===== src/design/ids_defs.svh =====
// Register offsets, field positions, reset values and width limits of the deserializer
`ifndef IDS_DEFS_SVH
`define IDS_DEFS_SVH
`define IDS_ADDR_W        4
`define IDS_OFF_CTRL      4'h0
`define IDS_OFF_STATUS    4'h4
`define IDS_OFF_STROBE    4'h8
`define IDS_OFF_CONFIG    4'hC
`define IDS_CTRL_SLIP_EN  0
`define IDS_CTRL_RST      1'h0
`define IDS_STAT_WORD_LSB 0
`define IDS_STAT_SLIP_LSB 8
`define IDS_CFG_RATE_LSB  0
`define IDS_CFG_MODEL_LSB 1
`define IDS_CFG_ROLE_LSB  2
`define IDS_CFG_NCE_LSB   4
`define IDS_CFG_WIDTH_LSB 8
`define IDS_RESP_OKAY     2'h0
`define IDS_RESP_SLVERR   2'h2
`define IDS_SDR_W_MIN     2
`define IDS_SDR_W_MAX     8
`define IDS_DDR_W_MIN     4
`define IDS_DDR_W_MAX     10
`define IDS_CELL_W_MAX    6
`define IDS_SLAVE_LSB     2
`endif


===== src/design/ids_pkg.sv =====
// Mode types of the input deserializer
package ids_pkg;
    typedef enum logic {IDS_SDR, IDS_DDR} ids_rate_e;
    typedef enum logic {IDS_MEMORY, IDS_NETWORKING} ids_model_e;
    typedef enum logic {IDS_MASTER, IDS_SLAVE} ids_role_e;
endpackage : ids_pkg


===== src/design/ids_axil_regs.sv =====
// AXI4-Lite register slave of the input deserializer
`timescale 1ns/10ps
`include "ids_defs.svh"
module ids_axil_regs (
    input  wire logic                   mclk_i,
    input  wire logic                   sys_rst_i,
    input  wire logic [`IDS_ADDR_W-1:0] s_axi_awaddr_i,
    input  wire logic                   s_axi_awvalid_i,
    output logic                        s_axi_awready_o,
    input  wire logic [31:0]            s_axi_wdata_i,
    input  wire logic [3:0]             s_axi_wstrb_i,
    input  wire logic                   s_axi_wvalid_i,
    output logic                        s_axi_wready_o,
    output logic [1:0]                  s_axi_bresp_o,
    output logic                        s_axi_bvalid_o,
    input  wire logic                   s_axi_bready_i,
    input  wire logic [`IDS_ADDR_W-1:0] s_axi_araddr_i,
    input  wire logic                   s_axi_arvalid_i,
    output logic                        s_axi_arready_o,
    output logic [31:0]                 s_axi_rdata_o,
    output logic [1:0]                  s_axi_rresp_o,
    output logic                        s_axi_rvalid_o,
    input  wire logic                   s_axi_rready_i,
    input  wire logic [31:0]            status_i,
    input  wire logic [31:0]            strobe_i,
    input  wire logic [31:0]            config_i,
    output logic                        slip_en_o
);
    logic                   aw_hold_reg, aw_hold_next, w_hold_reg, w_hold_next;
    logic [`IDS_ADDR_W-1:0] awaddr_reg, awaddr_next;
    logic [31:0]            wdata_reg, wdata_next, rdata_reg, rdata_next;
    logic [3:0]             wstrb_reg, wstrb_next;
    logic                   bvalid_reg, bvalid_next, rvalid_reg, rvalid_next;
    logic [1:0]             bresp_reg, bresp_next, rresp_reg, rresp_next;
    logic                   ctrl_reg, ctrl_next;

    // Sub-word address bits are ignored; offsets are word aligned
    function automatic logic is_mapped(input logic [`IDS_ADDR_W-1:0] a);
        return a[`IDS_ADDR_W-1:2] <= `IDS_OFF_CONFIG >> 2;
    endfunction : is_mapped

    assign s_axi_awready_o = !aw_hold_reg;
    assign s_axi_wready_o  = !w_hold_reg;
    assign s_axi_arready_o = !rvalid_reg;
    assign s_axi_bvalid_o  = bvalid_reg;
    assign s_axi_bresp_o   = bresp_reg;
    assign s_axi_rvalid_o  = rvalid_reg;
    assign s_axi_rdata_o   = rdata_reg;
    assign s_axi_rresp_o   = rresp_reg;
    assign slip_en_o       = ctrl_reg;

    always_comb begin
        aw_hold_next = aw_hold_reg;
        awaddr_next  = awaddr_reg;
        w_hold_next  = w_hold_reg;
        wdata_next   = wdata_reg;
        wstrb_next   = wstrb_reg;
        bvalid_next  = bvalid_reg;
        bresp_next   = bresp_reg;
        ctrl_next    = ctrl_reg;
        rvalid_next  = rvalid_reg;
        rdata_next   = rdata_reg;
        rresp_next   = rresp_reg;
        if (s_axi_awvalid_i && !aw_hold_reg) begin
            aw_hold_next = 1'b1;
            awaddr_next  = s_axi_awaddr_i;
        end
        if (s_axi_wvalid_i && !w_hold_reg) begin
            w_hold_next = 1'b1;
            wdata_next  = s_axi_wdata_i;
            wstrb_next  = s_axi_wstrb_i;
        end
        if (bvalid_reg && s_axi_bready_i) begin
            bvalid_next = 1'b0;
        end
        // Write completes once both halves are held and no response is pending
        if (aw_hold_reg && w_hold_reg && !bvalid_reg) begin
            aw_hold_next = 1'b0;
            w_hold_next  = 1'b0;
            bvalid_next  = 1'b1;
            bresp_next   = is_mapped(awaddr_reg) ? `IDS_RESP_OKAY : `IDS_RESP_SLVERR;
            if (awaddr_reg[`IDS_ADDR_W-1:2] == `IDS_OFF_CTRL >> 2 && wstrb_reg[0]) begin
                ctrl_next = wdata_reg[`IDS_CTRL_SLIP_EN];
            end
        end
        // Read data held until rready takes it
        if (rvalid_reg && s_axi_rready_i) begin
            rvalid_next = 1'b0;
        end
        if (s_axi_arvalid_i && !rvalid_reg) begin
            rvalid_next = 1'b1;
            rresp_next  = is_mapped(s_axi_araddr_i) ? `IDS_RESP_OKAY : `IDS_RESP_SLVERR;
            unique case (s_axi_araddr_i[`IDS_ADDR_W-1:2])
                `IDS_OFF_CTRL >> 2:   rdata_next = {31'h0, ctrl_reg};
                `IDS_OFF_STATUS >> 2: rdata_next = status_i;
                `IDS_OFF_STROBE >> 2: rdata_next = strobe_i;
                `IDS_OFF_CONFIG >> 2: rdata_next = config_i;
                default:              rdata_next = 32'h0;
            endcase
        end
    end

    always_ff @(posedge mclk_i) begin
        if (sys_rst_i) begin
            aw_hold_reg <= 1'b0;
            awaddr_reg  <= '0;
            w_hold_reg  <= 1'b0;
            wdata_reg   <= 32'h0;
            wstrb_reg   <= 4'h0;
            bvalid_reg  <= 1'b0;
            bresp_reg   <= 2'h0;
            ctrl_reg    <= `IDS_CTRL_RST;
            rvalid_reg  <= 1'b0;
            rdata_reg   <= 32'h0;
            rresp_reg   <= 2'h0;
        end else begin
            aw_hold_reg <= aw_hold_next;
            awaddr_reg  <= awaddr_next;
            w_hold_reg  <= w_hold_next;
            wdata_reg   <= wdata_next;
            wstrb_reg   <= wstrb_next;
            bvalid_reg  <= bvalid_next;
            bresp_reg   <= bresp_next;
            ctrl_reg    <= ctrl_next;
            rvalid_reg  <= rvalid_next;
            rdata_reg   <= rdata_next;
            rresp_reg   <= rresp_next;
        end
    end
endmodule : ids_axil_regs


===== src/design/ids_top.sv =====
// Input deserializer cell: sampled serial stream to parallel words, cascade and slip
//
// Chosen here: the register offsets and the AXI4-Lite slave port.
`timescale 1ns/10ps
`include "ids_defs.svh"
module ids_top #(
    parameter ids_pkg::ids_rate_e  RATE_SEL    = ids_pkg::IDS_DDR,
    parameter int                  PAR_W       = 4,
    parameter ids_pkg::ids_model_e USE_MODEL   = ids_pkg::IDS_MEMORY,
    parameter int                  EN_COUNT    = 2,
    parameter ids_pkg::ids_role_e  ROLE        = ids_pkg::IDS_MASTER,
    parameter bit                  HAS_PARTNER = 1'b0
) (
    input  wire logic                   mclk_i,
    input  wire logic                   sys_rst_i,
    input  wire logic                   serial_i,
    input  wire logic                   fast_clock_i,
    input  wire logic                   slow_clock_i,
    input  wire logic                   strobe_clock_i,
    input  wire logic                   clock_enable_a_i,
    input  wire logic                   clock_enable_b_i,
    input  wire logic                   slip_pulse_i,
    input  wire logic [1:0]             cascade_in_i,
    output logic [1:0]                  cascade_out_o,
    output logic [5:0]                  par_out_bit_o,
    input  wire logic [`IDS_ADDR_W-1:0] s_axi_awaddr_i,
    input  wire logic                   s_axi_awvalid_i,
    output logic                        s_axi_awready_o,
    input  wire logic [31:0]            s_axi_wdata_i,
    input  wire logic [3:0]             s_axi_wstrb_i,
    input  wire logic                   s_axi_wvalid_i,
    output logic                        s_axi_wready_o,
    output logic [1:0]                  s_axi_bresp_o,
    output logic                        s_axi_bvalid_o,
    input  wire logic                   s_axi_bready_i,
    input  wire logic [`IDS_ADDR_W-1:0] s_axi_araddr_i,
    input  wire logic                   s_axi_arvalid_i,
    output logic                        s_axi_arready_o,
    output logic [31:0]                 s_axi_rdata_o,
    output logic [1:0]                  s_axi_rresp_o,
    output logic                        s_axi_rvalid_o,
    input  wire logic                   s_axi_rready_i
);
    localparam bit IS_DDR  = (RATE_SEL == ids_pkg::IDS_DDR);
    localparam bit IS_NET  = (USE_MODEL == ids_pkg::IDS_NETWORKING);
    localparam bit IS_SLV  = (ROLE == ids_pkg::IDS_SLAVE);
    localparam bit CASC    = (PAR_W > `IDS_CELL_W_MAX);
    localparam int CELL_W  = !CASC ? PAR_W : (IS_SLV ? PAR_W - `IDS_CELL_W_MAX : `IDS_CELL_W_MAX);
    localparam int OUT_LSB = (CASC && IS_SLV) ? `IDS_SLAVE_LSB : 0;
    localparam logic [5:0] CELL_MASK = 6'h3F >> (`IDS_CELL_W_MAX - CELL_W);
    localparam bit SDR_OK  = !IS_DDR && PAR_W >= `IDS_SDR_W_MIN && PAR_W <= `IDS_SDR_W_MAX;
    localparam bit DDR_OK  = IS_DDR && PAR_W >= `IDS_DDR_W_MIN && PAR_W <= `IDS_DDR_W_MAX && PAR_W % 2 == 0;
    localparam int SY_FCLK = 0;
    localparam int SY_DAT  = 1;
    localparam int SY_SLOW = 2;
    localparam int SY_STRB = 3;

    // Same width on both cells keeps this check identical in master and slave
    if (!(SDR_OK || DDR_OK)) begin : g_bad_width
        $error("ids_top: width not legal for selected rate");
    end
    if (CASC && !HAS_PARTNER) begin : g_no_partner
        $error("ids_top: width above six needs a cascade partner");
    end
    if (EN_COUNT != 1 && EN_COUNT != 2) begin : g_bad_ce
        $error("ids_top: clock enable count must be one or two");
    end

    logic [3:0] sync1_reg, sync2_reg, sync3_reg, lvl_reg, lvl_next;
    logic [3:0] agree, rise, fall;
    logic       d_now, shift_en, slow_en, slip_en, slip_ok, slip_step;
    logic [5:0] chain_reg, chain_next, stage_reg, stage_next, par_reg, par_next, raw_word;
    logic [3:0] slip_cnt_reg, slip_cnt_next;
    logic [15:0] strb_cnt_reg, strb_cnt_next;
    int         rot_amt;

    // Rotate left within the cell width; bits above the cell width stay zero
    function automatic logic [5:0] rotl(input logic [5:0] v, input int amt);
        logic [5:0] r;
        r = 6'h0;
        for (int i = 0; i < CELL_W; i++) begin
            r[(i + amt) % CELL_W] = v[i];
        end
        return r;
    endfunction : rotl

    // Pin sampler: a change counts once second and third stages agree
    assign agree = ~(sync2_reg ^ sync3_reg);
    assign rise  = agree & sync3_reg & ~lvl_reg;
    assign fall  = agree & ~sync3_reg & lvl_reg;
    always_comb begin
        lvl_next = (agree & sync3_reg) | (~agree & lvl_reg);
    end
    always_ff @(posedge mclk_i) begin
        if (sys_rst_i) begin
            sync1_reg <= 4'h0;
            sync2_reg <= 4'h0;
            sync3_reg <= 4'h0;
            lvl_reg   <= 4'h0;
        end else begin
            sync1_reg <= {strobe_clock_i, slow_clock_i, serial_i, fast_clock_i};
            sync2_reg <= sync1_reg;
            sync3_reg <= sync2_reg;
            lvl_reg   <= lvl_next;
        end
    end

    assign d_now   = agree[SY_DAT] ? sync3_reg[SY_DAT] : lvl_reg[SY_DAT];
    assign slow_en = rise[SY_SLOW];
    // Single rate shifts on rising edges only; double rate on both
    assign shift_en = (rise[SY_FCLK] & clock_enable_a_i)
                    | (IS_DDR & fall[SY_FCLK] & (EN_COUNT == 2 ? clock_enable_b_i : clock_enable_a_i));
    assign slip_ok   = IS_NET & slip_en;
    assign slip_step = slow_en & slip_pulse_i & slip_ok;
    assign raw_word  = chain_reg & CELL_MASK;

    // Double rate slip alternates right one, left three; single rate left one
    always_comb begin
        rot_amt = int'(slip_cnt_reg);
        if (IS_DDR && slip_cnt_reg[0]) begin
            rot_amt = (int'(slip_cnt_reg) + CELL_W - 2) % CELL_W;
        end
        // Bypass: a count left from an earlier enable must not reorder output
        if (!slip_ok) begin
            rot_amt = 0;
        end
    end

    always_comb begin
        // Newest bit enters at bit 0, so the oldest sits highest
        chain_next    = shift_en ? {chain_reg[4:0], (CASC && IS_SLV) ? cascade_in_i[0] : d_now} : chain_reg;
        stage_next    = stage_reg;
        par_next      = par_reg;
        slip_cnt_next = slip_cnt_reg;
        strb_cnt_next = strb_cnt_reg;
        if (slip_step) begin
            slip_cnt_next = (int'(slip_cnt_reg) == CELL_W - 1) ? 4'h0 : slip_cnt_reg + 4'h1;
        end
        if (slow_en) begin
            if (IS_NET) begin
                stage_next = raw_word;
                par_next   = 6'(rotl(stage_reg, rot_amt) << OUT_LSB);
            end else begin
                par_next   = 6'(raw_word << OUT_LSB);
            end
        end
        // Strobe edges only tracked in memory model; unused in networking
        if (!IS_NET && rise[SY_STRB]) begin
            strb_cnt_next = strb_cnt_reg + 16'h1;
        end
    end

    always_ff @(posedge mclk_i) begin
        if (sys_rst_i) begin
            chain_reg    <= 6'h0;
            stage_reg    <= 6'h0;
            par_reg      <= 6'h0;
            slip_cnt_reg <= 4'h0;
            strb_cnt_reg <= 16'h0;
        end else begin
            chain_reg    <= chain_next;
            stage_reg    <= stage_next;
            par_reg      <= par_next;
            slip_cnt_reg <= slip_cnt_next;
            strb_cnt_reg <= strb_cnt_next;
        end
    end

    assign par_out_bit_o = par_reg;
    assign cascade_out_o = chain_reg[5:4];

    ids_axil_regs u_regs (
        .mclk_i          (mclk_i),
        .sys_rst_i       (sys_rst_i),
        .s_axi_awaddr_i  (s_axi_awaddr_i),
        .s_axi_awvalid_i (s_axi_awvalid_i),
        .s_axi_awready_o (s_axi_awready_o),
        .s_axi_wdata_i   (s_axi_wdata_i),
        .s_axi_wstrb_i   (s_axi_wstrb_i),
        .s_axi_wvalid_i  (s_axi_wvalid_i),
        .s_axi_wready_o  (s_axi_wready_o),
        .s_axi_bresp_o   (s_axi_bresp_o),
        .s_axi_bvalid_o  (s_axi_bvalid_o),
        .s_axi_bready_i  (s_axi_bready_i),
        .s_axi_araddr_i  (s_axi_araddr_i),
        .s_axi_arvalid_i (s_axi_arvalid_i),
        .s_axi_arready_o (s_axi_arready_o),
        .s_axi_rdata_o   (s_axi_rdata_o),
        .s_axi_rresp_o   (s_axi_rresp_o),
        .s_axi_rvalid_o  (s_axi_rvalid_o),
        .s_axi_rready_i  (s_axi_rready_i),
        .status_i        ({20'h0, slip_cnt_reg, 2'h0, par_reg}),
        .strobe_i        ({16'h0, strb_cnt_reg}),
        .config_i        ({20'h0, 4'(PAR_W), 4'(EN_COUNT), 1'b0, IS_SLV, IS_NET, IS_DDR}),
        .slip_en_o       (slip_en)
    );
endmodule : ids_top


===== config.mk =====
export PLATFORM = sky130hd
export DESIGN_NAME = ids_top
export DESIGN_NICKNAME = d
export VERILOG_FILES = /design/src/design/ids_pkg.sv /design/src/design/ids_axil_regs.sv /design/src/design/ids_top.sv
export VERILOG_INCLUDE_DIRS = /design/src /design/src/design
export SDC_FILE = /design/constraint.sdc
export NUM_CORES = 1
export LEC_CHECK = 0
export ABC_AREA = 1
export BUFFER_PORTS_ARGS = -buffer_cell sky130_fd_sc_hd__buf_2
export CAP_MARGIN = 20
export CORE_MARGIN = 1
export CORE_UTILIZATION = 45
export CTS_BUF_LIST = sky130_fd_sc_hd__clkbuf_8
export DETAILED_ROUTE_END_ITERATION = 10
export PLACE_DENSITY = 0.81
export SLEW_MARGIN = 20
export SYNTH_ARGS = -nofsm -noshare
export SYNTH_HDL_FRONTEND = slang
export SYNTH_HIERARCHICAL = 1
export SYNTH_SLANG_ARGS = --single-unit
export TNS_END_PERCENT = 50

===== constraint.sdc =====
create_clock -name mclk_i -period 1.1 [get_ports mclk_i]
set_input_delay 0.33 -clock mclk_i [delete_from_list [all_inputs] [get_ports mclk_i]]
set_output_delay 0.33 -clock mclk_i [all_outputs]
set_load 0.05 [all_outputs]

**After elaboration in Yosys (flattened, before gate mapping)**

Cells that the tools add are included.

- Logic and storage cells: 58
- Register bits after elaboration: 85
- Output and inout bits: 49

- Reductions and logical operators: 18
- Multiplexer cells: 6
- Add/sub/neg operators: 1
- Eq/ne operators: 3
- Bitwise operators: 14

Operators by type and width:

| kind | number |
|---|---|
| $pmux W32 S4 | 1 |
| $add A16 B1 Y16 const B | 1 |
| $and A4 B4 Y4 | 3 |
| $not A4 Y4 | 3 |
| $logic_and A1 B1 Y1 | 8 |
| $mux W1 | 5 |
| $and A1 B1 Y1 | 4 |
| $eq A2 B2 Y1 const B | 2 |
| $logic_not A1 Y1 | 4 |
| $logic_not A2 Y1 | 2 |
| $or A4 B4 Y4 | 1 |
| $reduce_bool A2 Y1 | 2 |
| $xor A4 B4 Y4 | 1 |
| $eq A2 B1 Y1 const B | 1 |
| $reduce_and A2 Y1 | 1 |
| $reduce_or A2 Y1 | 1 |
| $not A1 Y1 | 1 |
| $or A1 B1 Y1 | 1 |

**Depth between registers and ports, before layout**

Gate-level depths: netlist of the first run.

- Depth after elaboration: 6
- Gate-level depth with buffers: 8
- Mapped depth without buffers: 8

**Modules after synthesis**

Netlist of the first run, hierarchy kept.

By module, submodules not included:

| module | instances | sequential area each (um^2) | cells an instance | area each (um^2) |
|---|---|---|---|---|
| ids_axil_regs | 1 | 820.8 | 336 | 2,751.4 |
| ids_top | 1 | 840.8 | 232 | 1,744.2 |

**Worst setup path before layout of the first run**

No wires, ideal clock.

- Path type: register to register
- Start point: register u_regs.rvalid_reg (netlist: u_regs/s_axi_rvalid_o)
- End point: register u_regs.rdata_reg[10] (netlist: u_regs/s_axi_rdata_o[10])
- Setup time: 0.071 ns
- Stages on the path, launching flop included: 6
- Buffers on the path: 1
- Clock period less this slack: 1.607 ns
- Arrival: 1.536 ns
- Data required time: 1.029 ns
- Slack: -0.507 ns
- Cell sequence: dfxtp_1 inv_2 nand2_2 clkbuf_1 nand2_1 a21oi_2

- Longest elaborated chain between the ends: 2

Ends and longest elaborated chain:

| item | line | text |
|---|---|---|
| from (decl) | ids_axil_regs.sv:33 | `logic bvalid_reg, bvalid_next, rvalid_reg, rvalid_next;` |
| from (signal assigned) | ids_axil_regs.sv:125 | `rvalid_reg <= rvalid_next;` |
| $logic_not A1 Y1 | -- |  |
| net s_axi_arready_o | ids_top.sv:38 | `output logic s_axi_arready_o,` |
| $logic_and A1 B1 Y1 | ids_axil_regs.sv:90 | `if (s_axi_arvalid_i && !rvalid_reg) begin` |
| to (signal assigned) | ids_axil_regs.sv:126 | `rdata_reg <= rdata_next;` |
| to (decl) | ids_axil_regs.sv:31 | `logic [31:0] wdata_reg, wdata_next, rdata_reg, rdata_next;` |

The timed path passes the listed nets, and every way through them passes these cells.
A chain may end at the register's enable or synchronous reset.

**Worst setup path after layout of the first run**

- Start point: register sync2_reg[3]
- End point: register strb_cnt_reg[11]

- Longest elaborated chain between the ends: 4

Ends and longest elaborated chain:

| item | line | text |
|---|---|---|
| from (decl) | ids_top.sv:69 | `logic [3:0] sync1_reg, sync2_reg, sync3_reg, lvl_reg, lvl_next;` |
| from (signal assigned) | ids_top.sv:102 | `sync2_reg <= sync1_reg;` |
| $xor A4 B4 Y4 | ids_top.sv:88 | `assign agree = ~(sync2_reg ^ sync3_reg);` |
| $not A4 Y4 | ids_top.sv:88 |  |
| $and A4 B4 Y4 (2 in series) | ids_top.sv:89 | `assign rise = agree & sync3_reg & ~lvl_reg;` |
| to (signal assigned) | ids_top.sv:165 | `strb_cnt_reg <= strb_cnt_next;` |
| to (decl) | ids_top.sv:74 | `logic [15:0] strb_cnt_reg, strb_cnt_next;` |

No other way between the ends.

==> results of run 1 <==
==> worst register-to-register path, stage by stage, from the launching register on <==
cell	delay (ns)
dfxtp_2	0.36
ha_4	0.16
nand2_4	0.07
nor2_4	0.16
buf_4	0.14
a31oi_1	0.09
nor2_1	0.27
==> stage by stage <==
step                      total power, uW  hold slack, ns  area (um^2)  setup TNS [ns]
after floorplan                      4208          0.3883         4826         -0.9919
after global placement               4379          0.3898         5388          -1.273
after detailed placement             4398          0.3995         5388          -1.740
after CTS                            6804          0.1550         6167          -5.029
after global routing                 7307          0.1749         6585          -10.60
final                                7036          0.1579         6585          -6.772
==> synthesized netlist by cell type (4+ instances only) <==
cell        n
buf_2       8
inv_1      35
o21ai_0    21
nand2_2    25
buf_6       8
buf_4       8
dfxtp_1    83
nand2_1   111
clkbuf_8    6
a21oi_1    15
nor2_1     69
xor2_1      4
buf_12      4
nand3_1    58
ha_1        5
nand3_2    47
a21oi_2    32
nor2_4      4
==> layer usage <==
layer / up-vias / GRT usage, %
li1: 2138 / -
met1: 2161 / 24.63
met2: 188 / 36.17
met3: 48 / 4.378
met4: 0 / 8.352
met5: - / 0
==> cells by family after synthesis <==
group / count (synthesis)
xor+xnor: 4
compound gates: 74
buf+inv: 77
other cells: 3
simple gates: 322
fa+ha+maj: 5
flops: 83
==> report_power, final <==
group / switching, uW / leakage (uW) / internal, uW
registers: 89.3 / 0.000702 / 3120
clock network: 1180 / 0.0000987 / 1110
logic: 941 / 0.00219 / 593
==> worst paths after layout <==
check	start	to	slack, ns	cells past startpoint
max reg2reg	sync2_reg[3]	strb_cnt_reg[11]	-0.26	6
min reg2reg	sync1_reg[0]	sync2_reg[0]	0.40	2
min	serial_i	sync1_reg[1]	0.16	3
max	sync2_reg[3]	strb_cnt_reg[11]	-0.26	6
==> repair_timing <==
item / CTS / global route
setup buffers: 16 / 11
gates resized for setup: 173 / 89
hold endpoints to repair: 0 / 0
pin swaps: 3 / 27
endpoints found under the setup margin: 65 / 102
gates cloned: 0 / 2
==> layout make-up <==
type	count	area, um^2
clock inverters	6	63.81
fillers	662	3144
inverters	38	170.2
repair buffers	143	1470
flip-flops and latches	83	1739
well taps	133	166.4
clock buffers	10	137.6
multi-input cells	487	2838
==> flow_metrics.py, run 1 <==
metrics = {
    "routing": {
        "drc": 0,
        "num_vias": 4535,
        "wl_mm": 13.42,
        "wl_met2_mm": 6.816,
        "wl_per_cell_um": 14.91,
        "met1Wirelength_mm": 5.244,
        "drtIter0Drc": 317,
        "antenna_left": 0,
        "route.met3.wl_um": 865,
        "firstDrtPassIters": 5,
        "top_layer": "met4",
        "avgViaCountPerCell": 5.039,
    },
    "critical_path": {
        "slowest_stage": "dfxtp_2",
        "crit_family": "simple AND/OR/NAND/NOR gates",
        "cp_slowest_stage_delay_ns": 0.36,
        "path_class": "register to register",
        "required_ns": 1.36,
        "crit_chain": "ha_4 > nand2_4 > nor2_4 > buf_4 > a31oi_1 > nor2_1",
        "crit_arrival_ns": 1.63,
        "cp_max_fo": 4,
        "cp-start-kind": "register",
        "endpoint_kind": "register",
        "crit_buf_inv": 1,
    },
    "sta": {
        "drv_slew": 0,
        "setup_viol": 88,
        "period_needed_ns": 1.363,
        "fmax_mhz": 733.5,
        "fin_crit_sh_pct": 123.9,
        "final-hold-violation-count": 0,
        "fin_skew_ns": 0.008506,
        "rsz0062_at_grt": "yes",
        "finalWorstSetupSlack_ns": -0.2634,
    },
    "placement": {
        "port_buffers": 61,
        "gp_congestion": 0.8262,
        "hpwlAfterDp_mm": 6.511,
        "dp.cells": 855,
        "post-place-ws_ns": -0.1343,
    },
    "hold_path": {
        "hp-class": "input port to register",
    },
    "synthesis": {
        "synthAdderAreaFrac_pct": 1.392,
        "synthFlopType": "dfxtp_1",
        "yosysUniqueCellTypes": 32,
        "synth_top_family_by_area": "simple AND/OR/NAND/NOR gates",
        "synth_simple_gate_area_share_pct": 37.52,
        "ys_seq_area_share_pct": 36.96,
        "yosysWarnings": 6,
        "synth-seq-cells": 83,
        "syn_inst": 568,
        "synth_area_um2": 4496,
        "syn_area_per_cell_um2": 7.915,
        "async_flop_share_pct": 0,
        "synth_mux_area_share_pct": 0,
        "synth_edf_count": 0,
        "synthTopCellsByArea": "dfxtp_1 37%, nand3_2 10%, nand2_1 9.3%, nand3_1 6.5%, a21oi_2 6.2%",
        "synth_top_area_share_pct": 36.96,
        "synth-compound-area-share_pct": 11.30,
        "synth_xor_area_share_pct": 0.7793,
        "synth_top_area_cell": "dfxtp_1",
    },
    "job": {
        "drv_cap": 0,
    },
    "clock_network": {
        "cts_root_buf": "clkbuf_8",
        "cts_tree": "done",
        "htreeDepth": 3,
        "clk_pin_slew_ns": 0.09,
        "cts_made_buffers": 9,
        "cts_buffer_depth": 2,
        "hold_buffers": 0,
        "cts.sinks": 83,
        "clk_latency_ns": 0.37,
    },
    "run_status": {
        "status": "finished with violations",
        "violations": "negative setup slack",
    },
    "final_layout": {
        "drive_gt1_share_pct": 49.15,
        "layout_commonest_cell": "nand2_1",
        "syn_to_final_growth_pct": 46.48,
        "finish.utilization_pct": 67.68,
        "final_nets": 827,
        "final_cell_mix": "97 x nand2_1, 82 x conb_1, 71 x buf_4",
        "post_layout_nonfiller_instances": 900,
        "largest_reg_flops": 32,
        "n_antenna_cell": 0,
    },
    "die": {
        "core_um2": 9729,
        "dieWidth_um": 102.0,
        "rows": 36,
        "io_pins": 109,
        "die_h_um": 102.0,
        "die_area_um2": 10390,
        "start_util_pct": 46.21,
    },
    "global_routing": {
        "grt.total_usage_pct": 20.65,
        "grt_pass1_wl_mm": 16.95,
        "overflow": 0,
        "first_global_vias": 3864,
        "grt_start_max_net_pins": 29,
        "antenna_found_initial": 0,
    },
    "pwr": {
        "power_density_nw_per_um2": 1069,
        "leakage_uw": 0.002990,
        "irDropWorstVdd_v": 0.0005561,
    },
}
(Power assumes the default switching activity.)
==> inputs of run 2 (changes only) <==
--- a/config.mk
+++ b/config.mk
@@ -15,3 +15,3 @@
 export DETAILED_ROUTE_END_ITERATION = 10
-export PLACE_DENSITY = 0.81
+export PLACE_DENSITY = 0.69
 export SLEW_MARGIN = 20
==> constraint.sdc (replaced) <==
create_clock -name mclk_i -period 1.3 [get_ports mclk_i]
set_input_delay 0.39 -clock mclk_i [delete_from_list [all_inputs] [get_ports mclk_i]]
set_output_delay 0.39 -clock mclk_i [all_outputs]
set_load 0.02 [all_outputs]
==> run 2 against run 1 <==
  * The flow now finishes without violations
  * Count of clock-buffer cells in the layout is 1 higher
  * Routed wire length is 30% lower
  * First-iteration DRC count is 49% lower
  * Critical endpoint is now s_axi_arready_o
  * Largest cell class unchanged
  * Largest power group unchanged
==> flow_metrics.py, run 2 (synthesized netlist as in run 1, its figures left out) <==
metrics = {
    "die": {
        "io_pins": 109,
        "die_h_um": 102.0,
        "dieWidth_um": 102.0,
        "rows": 36,
        "die_area_um2": 10390,
        "start_util_pct": 46.21,
        "core_um2": 9729,
    },
    "final_layout": {
        "largest_reg_flops": 32,
        "n_antenna_cell": 0,
        "seq_area_um2": 1684,
        "drive_gt1_share_pct": 34.59,
        "final_cell_mix": "110 x nand2_1, 82 x conb_1, 69 x nor2_1",
        "fillers": 935,
        "final_nets": 777,
        "multi_input_area_um2": 2640,
        "layout_commonest_cell": "nand2_1",
        "syn_to_final_growth_pct": 23.91,
    },
    "clock_network": {
        "cts_made_buffers": 9,
        "htreeDepth": 3,
        "cts.sinks": 83,
        "clk_pin_slew_ns": 0.08,
        "cts_buffer_depth": 2,
        "clk_latency_ns": 0.37,
        "cts_tree": "done",
        "cts_root_buf": "clkbuf_8",
    },
    "placement": {
        "gp_congestion": 0.8095,
        "port_buffers": 61,
        "hpwlAfterDp_mm": 6.533,
    },
    "routing": {
        "avgViaCountPerCell": 4.558,
        "wl_mm": 9.391,
        "firstDrtPassIters": 4,
        "drtIter0Drc": 161,
        "num_vias": 3874,
        "wl_per_cell_um": 11.05,
        "drc": 0,
        "antenna_left": 0,
    },
    "critical_path": {
        "crit_buf_inv": 2,
        "slowest_stage": "dfxtp_2",
        "required_ns": 0.91,
        "endpoint_kind": "output port",
        "cp_slowest_stage_delay_ns": 0.33,
        "cp-start-kind": "register",
        "cp_max_fo": 3,
        "crit_arrival_ns": 0.89,
        "path_class": "register to output port",
        "crit_chain": "inv_2 > buf_6",
        "crit_family": "flip-flops",
    },
    "pwr": {
        "p_sw_uw": 1536,
        "leakage_uw": 0.002595,
        "power_density_nw_per_um2": 1018,
        "p_int_uw": 4136,
        "pwr-share-seq_pct": 47.3,
        "power.total_uw": 5671,
        "switching_share_pct": 27.08,
        "power_frac_clock_pct": 37.6,
        "combPwrFrac_pct": 15.2,
        "irDropWorstVdd_v": 0.0004925,
    },
    "global_routing": {
        "grt_pass1_wl_mm": 15.86,
        "use_met2_pct": 31.70,
        "grt-busiest-layer": "met2",
        "grt_start_max_net_pins": 38,
        "overflow": 0,
        "grt_use_met1_pct": 24.90,
        "met3_usage_pct": 4.514,
        "first_global_vias": 3593,
        "antenna_found_initial": 0,
        "grt.total_usage_pct": 19.44,
    },
    "sta": {
        "drv_slew": 0,
        "fin_hold_ws_ns": 0.2160,
        "period_needed_ns": 1.276,
        "fin_crit_sh_pct": 98.14,
        "rsz0062_at_grt": "yes",
        "final-hold-violation-count": 0,
        "fmax_mhz": 783.8,
        "fin_skew_ns": 0.008243,
        "setup_viol": 0,
    },
    "job": {
        "drv_cap": 0,
    },
    "run_status": {
        "status": "completed",
    },
    "hold_path": {
        "hp-class": "input port to register",
    },
}
## run 2: changes by cell type in the layout (fill, tap and decap cells not counted), sizes merged
cell | before | now
bufinv | 1 | 2
clkinv | 2 | 1
clkinvlp | 2 | 1
buf | 141 | 93
clkbuf | 12 | 11
## run 2: per-stage QoR
step	cells	setup TNS, ns	util (%)	setup slack [ns]	area [um^2]
3_5_place_dp	830	0	53.00	0.01076	5156
4_1_cts	846	-0.006399	55.65	-0.006399	5414
2_1_floorplan	647	0	-	0.06853	4792
6_report	850	0	57.25	0.02424	5570
3_3_place_gp	830	0	53.00	0.04993	5156
5_1_grt	850	-0.03994	57.25	-0.02318	5570
## run 2: layout make-up
type	count	area share [%]
multi-input cells	487	47.39
inverters	38	2.695
clock inverters	5	1.370
flip-flops and latches	83	30.23
repair buffers	93	12.60
clock buffers	11	2.718
well taps	133	2.987
## run 2: what timing repair did
item                                    4_1_cts  5_1_grt
pin swaps                                     0        2
endpoints found under the setup margin        7       43
buffers inserted                              0        4
hold buffers                                  0        0
resized for setup                            15       52
## run 2: path summary, 6_finish.rpt
path,start,end,slack (ns),cells past startpoint
setup / recovery,u_regs/s_axi_rvalid_o,s_axi_arready_o,0.02,2
hold / removal,strobe_clock_i,sync1_reg[3],0.22,3
setup reg to reg,sync2_reg[3],strb_cnt_reg[9],0.06,8
hold reg to reg,sync1_reg[2],sync2_reg[2],0.40,2
## run 2: layer usage
| metal | up-vias | wire length (um) |
|---|---|---|
| met5 | - | 0 |
| met2 | 66 | 4409 |
| li1 | 2043 | - |
| met1 | 1757 | 4543 |
| met3 | 8 | 325 |
| met4 | 0 | 112 |
## run 2: power groups by stage
stage	Clock, uW	Sequential (uW)	Combinational [uW]
after detailed placement	0	2730	797
final	2130	2680	859
after CTS	2180	2680	810
after global placement	0	2730	782
after global routing	2290	2690	959
after floorplan	0	2790	600
## run 2: worst min-delay path, cell delays in order
cell,delay [ns]
buf_2,0.07
inv_1,0.03
nor2_1,0.06
==> inputs of run 3 (changes only) <==
==> constraint.sdc (replaced) <==
create_clock -name mclk_i -period 1.3 [get_ports mclk_i]
set_input_delay 0.26 -clock mclk_i [delete_from_list [all_inputs] [get_ports mclk_i]]
set_output_delay 0.26 -clock mclk_i [all_outputs]
set_load 0.02 [all_outputs]
==> run 3 against run 2 <==
  * Clock skew fell by 0.0012 ns
  * Sequential power about the same
  * Count of clock-buffer cells in the layout is 2 lower
  * Combinational power down 6.2%
  * Global-route usage fell by 0.54 points
  * Critical path depth grew 6
  * Die area is the same
  * Final cell count shrank 0.59%
  * Routed wire length is 1.8% lower
  * Sequential share of layout area up 0.61 points
  * Flip-flop and latch count unchanged
  * Clock power shrank 8%
==> flow_metrics.py, run 3 (synthesized netlist as in run 1, its figures left out) <==
metrics = {
    "sta": {
        "fin_hold_ws_ns": 0.1003,
        "setup_viol": 0,
        "period_needed_ns": 1.258,
        "fmax_mhz": 795.1,
        "rsz0062_at_grt": "yes",
        "fin_skew_ns": 0.007093,
        "fin_crit_sh_pct": 96.75,
        "final-hold-violation-count": 0,
        "drv_slew": 0,
    },
    "final_layout": {
        "drive_gt1_share_pct": 32.58,
        "final_cell_mix": "110 x nand2_1, 82 x conb_1, 78 x dfxtp_1",
        "largest_reg_flops": 32,
        "finish.utilization_pct": 55.58,
        "layout_commonest_cell": "nand2_1",
        "syn_to_final_growth_pct": 20.29,
        "fillers": 919,
        "n_antenna_cell": 0,
        "final_nets": 772,
    },
    "die": {
        "core_um2": 9729,
        "start_util_pct": 46.21,
        "io_pins": 109,
        "die_h_um": 102.0,
        "rows": 36,
        "die_area_um2": 10390,
        "dieWidth_um": 102.0,
    },
    "critical_path": {
        "cp-start-kind": "register",
        "endpoint_kind": "register",
        "required_ns": 1.55,
        "path_class": "register to register",
        "crit_arrival_ns": 1.51,
        "r2r-end": "strb_cnt_reg[9]",
        "r2r_start": "sync3_reg[3]",
        "cp_max_fo": 6,
        "r2r_cells": 8,
        "ff2ff_setup_slack_ns": 0.04,
    },
    "clock_network": {
        "cts_root_buf": "clkbuf_8",
        "cts.sinks": 83,
        "cts_buffer_depth": 2,
        "htreeDepth": 3,
        "hold_buffers": 0,
        "cts_made_buffers": 9,
        "cts_tree": "done",
        "clk_pin_slew_ns": 0.09,
        "clk_latency_ns": 0.35,
    },
    "placement": {
        "gp_congestion": 0.8177,
        "port_buffers": 61,
        "hpwlAfterDp_mm": 6.675,
    },
    "global_routing": {
        "first_global_vias": 3593,
        "grt_start_max_net_pins": 33,
        "grt.total_usage_pct": 18.89,
        "antenna_found_initial": 0,
        "grt_pass1_wl_mm": 15.59,
        "overflow": 0,
    },
    "pwr": {
        "irDropWorstVdd_v": 0.0004357,
        "leakage_uw": 0.002530,
        "power_density_nw_per_um2": 1006,
    },
    "hold_path": {
        "holdPathEnd": "sync1_reg[0]",
        "hp-class": "input port to register",
        "whs_path_depth": 3,
        "min_from": "fast_clock_i",
    },
    "routing": {
        "firstDrtPassIters": 4,
        "wl_per_cell_um": 10.91,
        "antenna_left": 0,
        "num_vias": 3833,
        "drc": 0,
        "avgViaCountPerCell": 4.536,
        "drtIter0Drc": 126,
        "wl_mm": 9.219,
    },
    "job": {
        "drv_cap": 0,
    },
    "run_status": {
        "status": "completed",
    },
}
## run 3: what timing repair did
action | CTS | global route
endpoints found under the setup margin | 3 | 15
resized for setup | 1 | 20
pin swaps | 1 | 3
setup buffers | 0 | 1
## run 3: final cells by class
class                   instances  area [um^2]  area share (%)
clock buffers                   9        123.9           2.291
repair buffers                 88        560.5           10.37
clock inverters                 7        81.33           1.504
flip-flops and latches         83         1668           30.84
multi-input cells             487         2658           49.14
well taps                     133        166.4           3.077
inverters                      38        150.1           2.776
## run 3: where the power goes
group	leakage [uW]	internal, uW	switching [uW]
Combinational	0.00175	278	528
Clock	0.000107	926	1030
Sequential	0.000678	2630	42.9
## run 3: how the worst max path moves through the flow
stage,endpoint,startpoint,slack [ns]
after global routing,strb_cnt_reg[9],sync3_reg[3],-0.03
after CTS,strb_cnt_reg[13],sync2_reg[3],0.002
final,strb_cnt_reg[9],sync3_reg[3],0.04
after detailed placement,strb_cnt_reg[13],sync2_reg[3],-0.002
after global placement,strb_cnt_reg[13],sync2_reg[3],0.02
after floorplan,u_regs/s_axi_rdata_o[10],u_regs/s_axi_rvalid_o,0.07
## run 3: metal layers
layer / routed length, um / track usage [%] / up-vias
li1: - / - / 2038
met1: 4421 / 23.87 / 1727
met2: 4361 / 32.48 / 63
met3: 356 / 3.488 / 5
met4: 80 / 6.264 / 0
met5: 0 / 0 / -
## run 3: through the flow
step	power, uW	TNS, ns	setup slack (ns)	instance area (um^2)	instances
floorplan	3392	0	0.06853	4792	647
CTS	5483	0	0.001795	5339	844
detailed placement	3519	-0.002199	-0.002199	5129	828
global route	5721	-0.08397	-0.03224	5408	845
global placement	3500	0	0.02308	5129	828
finish	5441	0	0.04227	5408	845
## run 3: critical path: stages, from the launching register on
cell and delay (ns):
dfxtp_2 0.36, ha_4 0.17, nand2_4 0.08, nor2_4 0.18, nand2_2 0.11, nor2_2 0.10, nand2_1 0.06, nand2_1 0.06
nor2_1 0.04
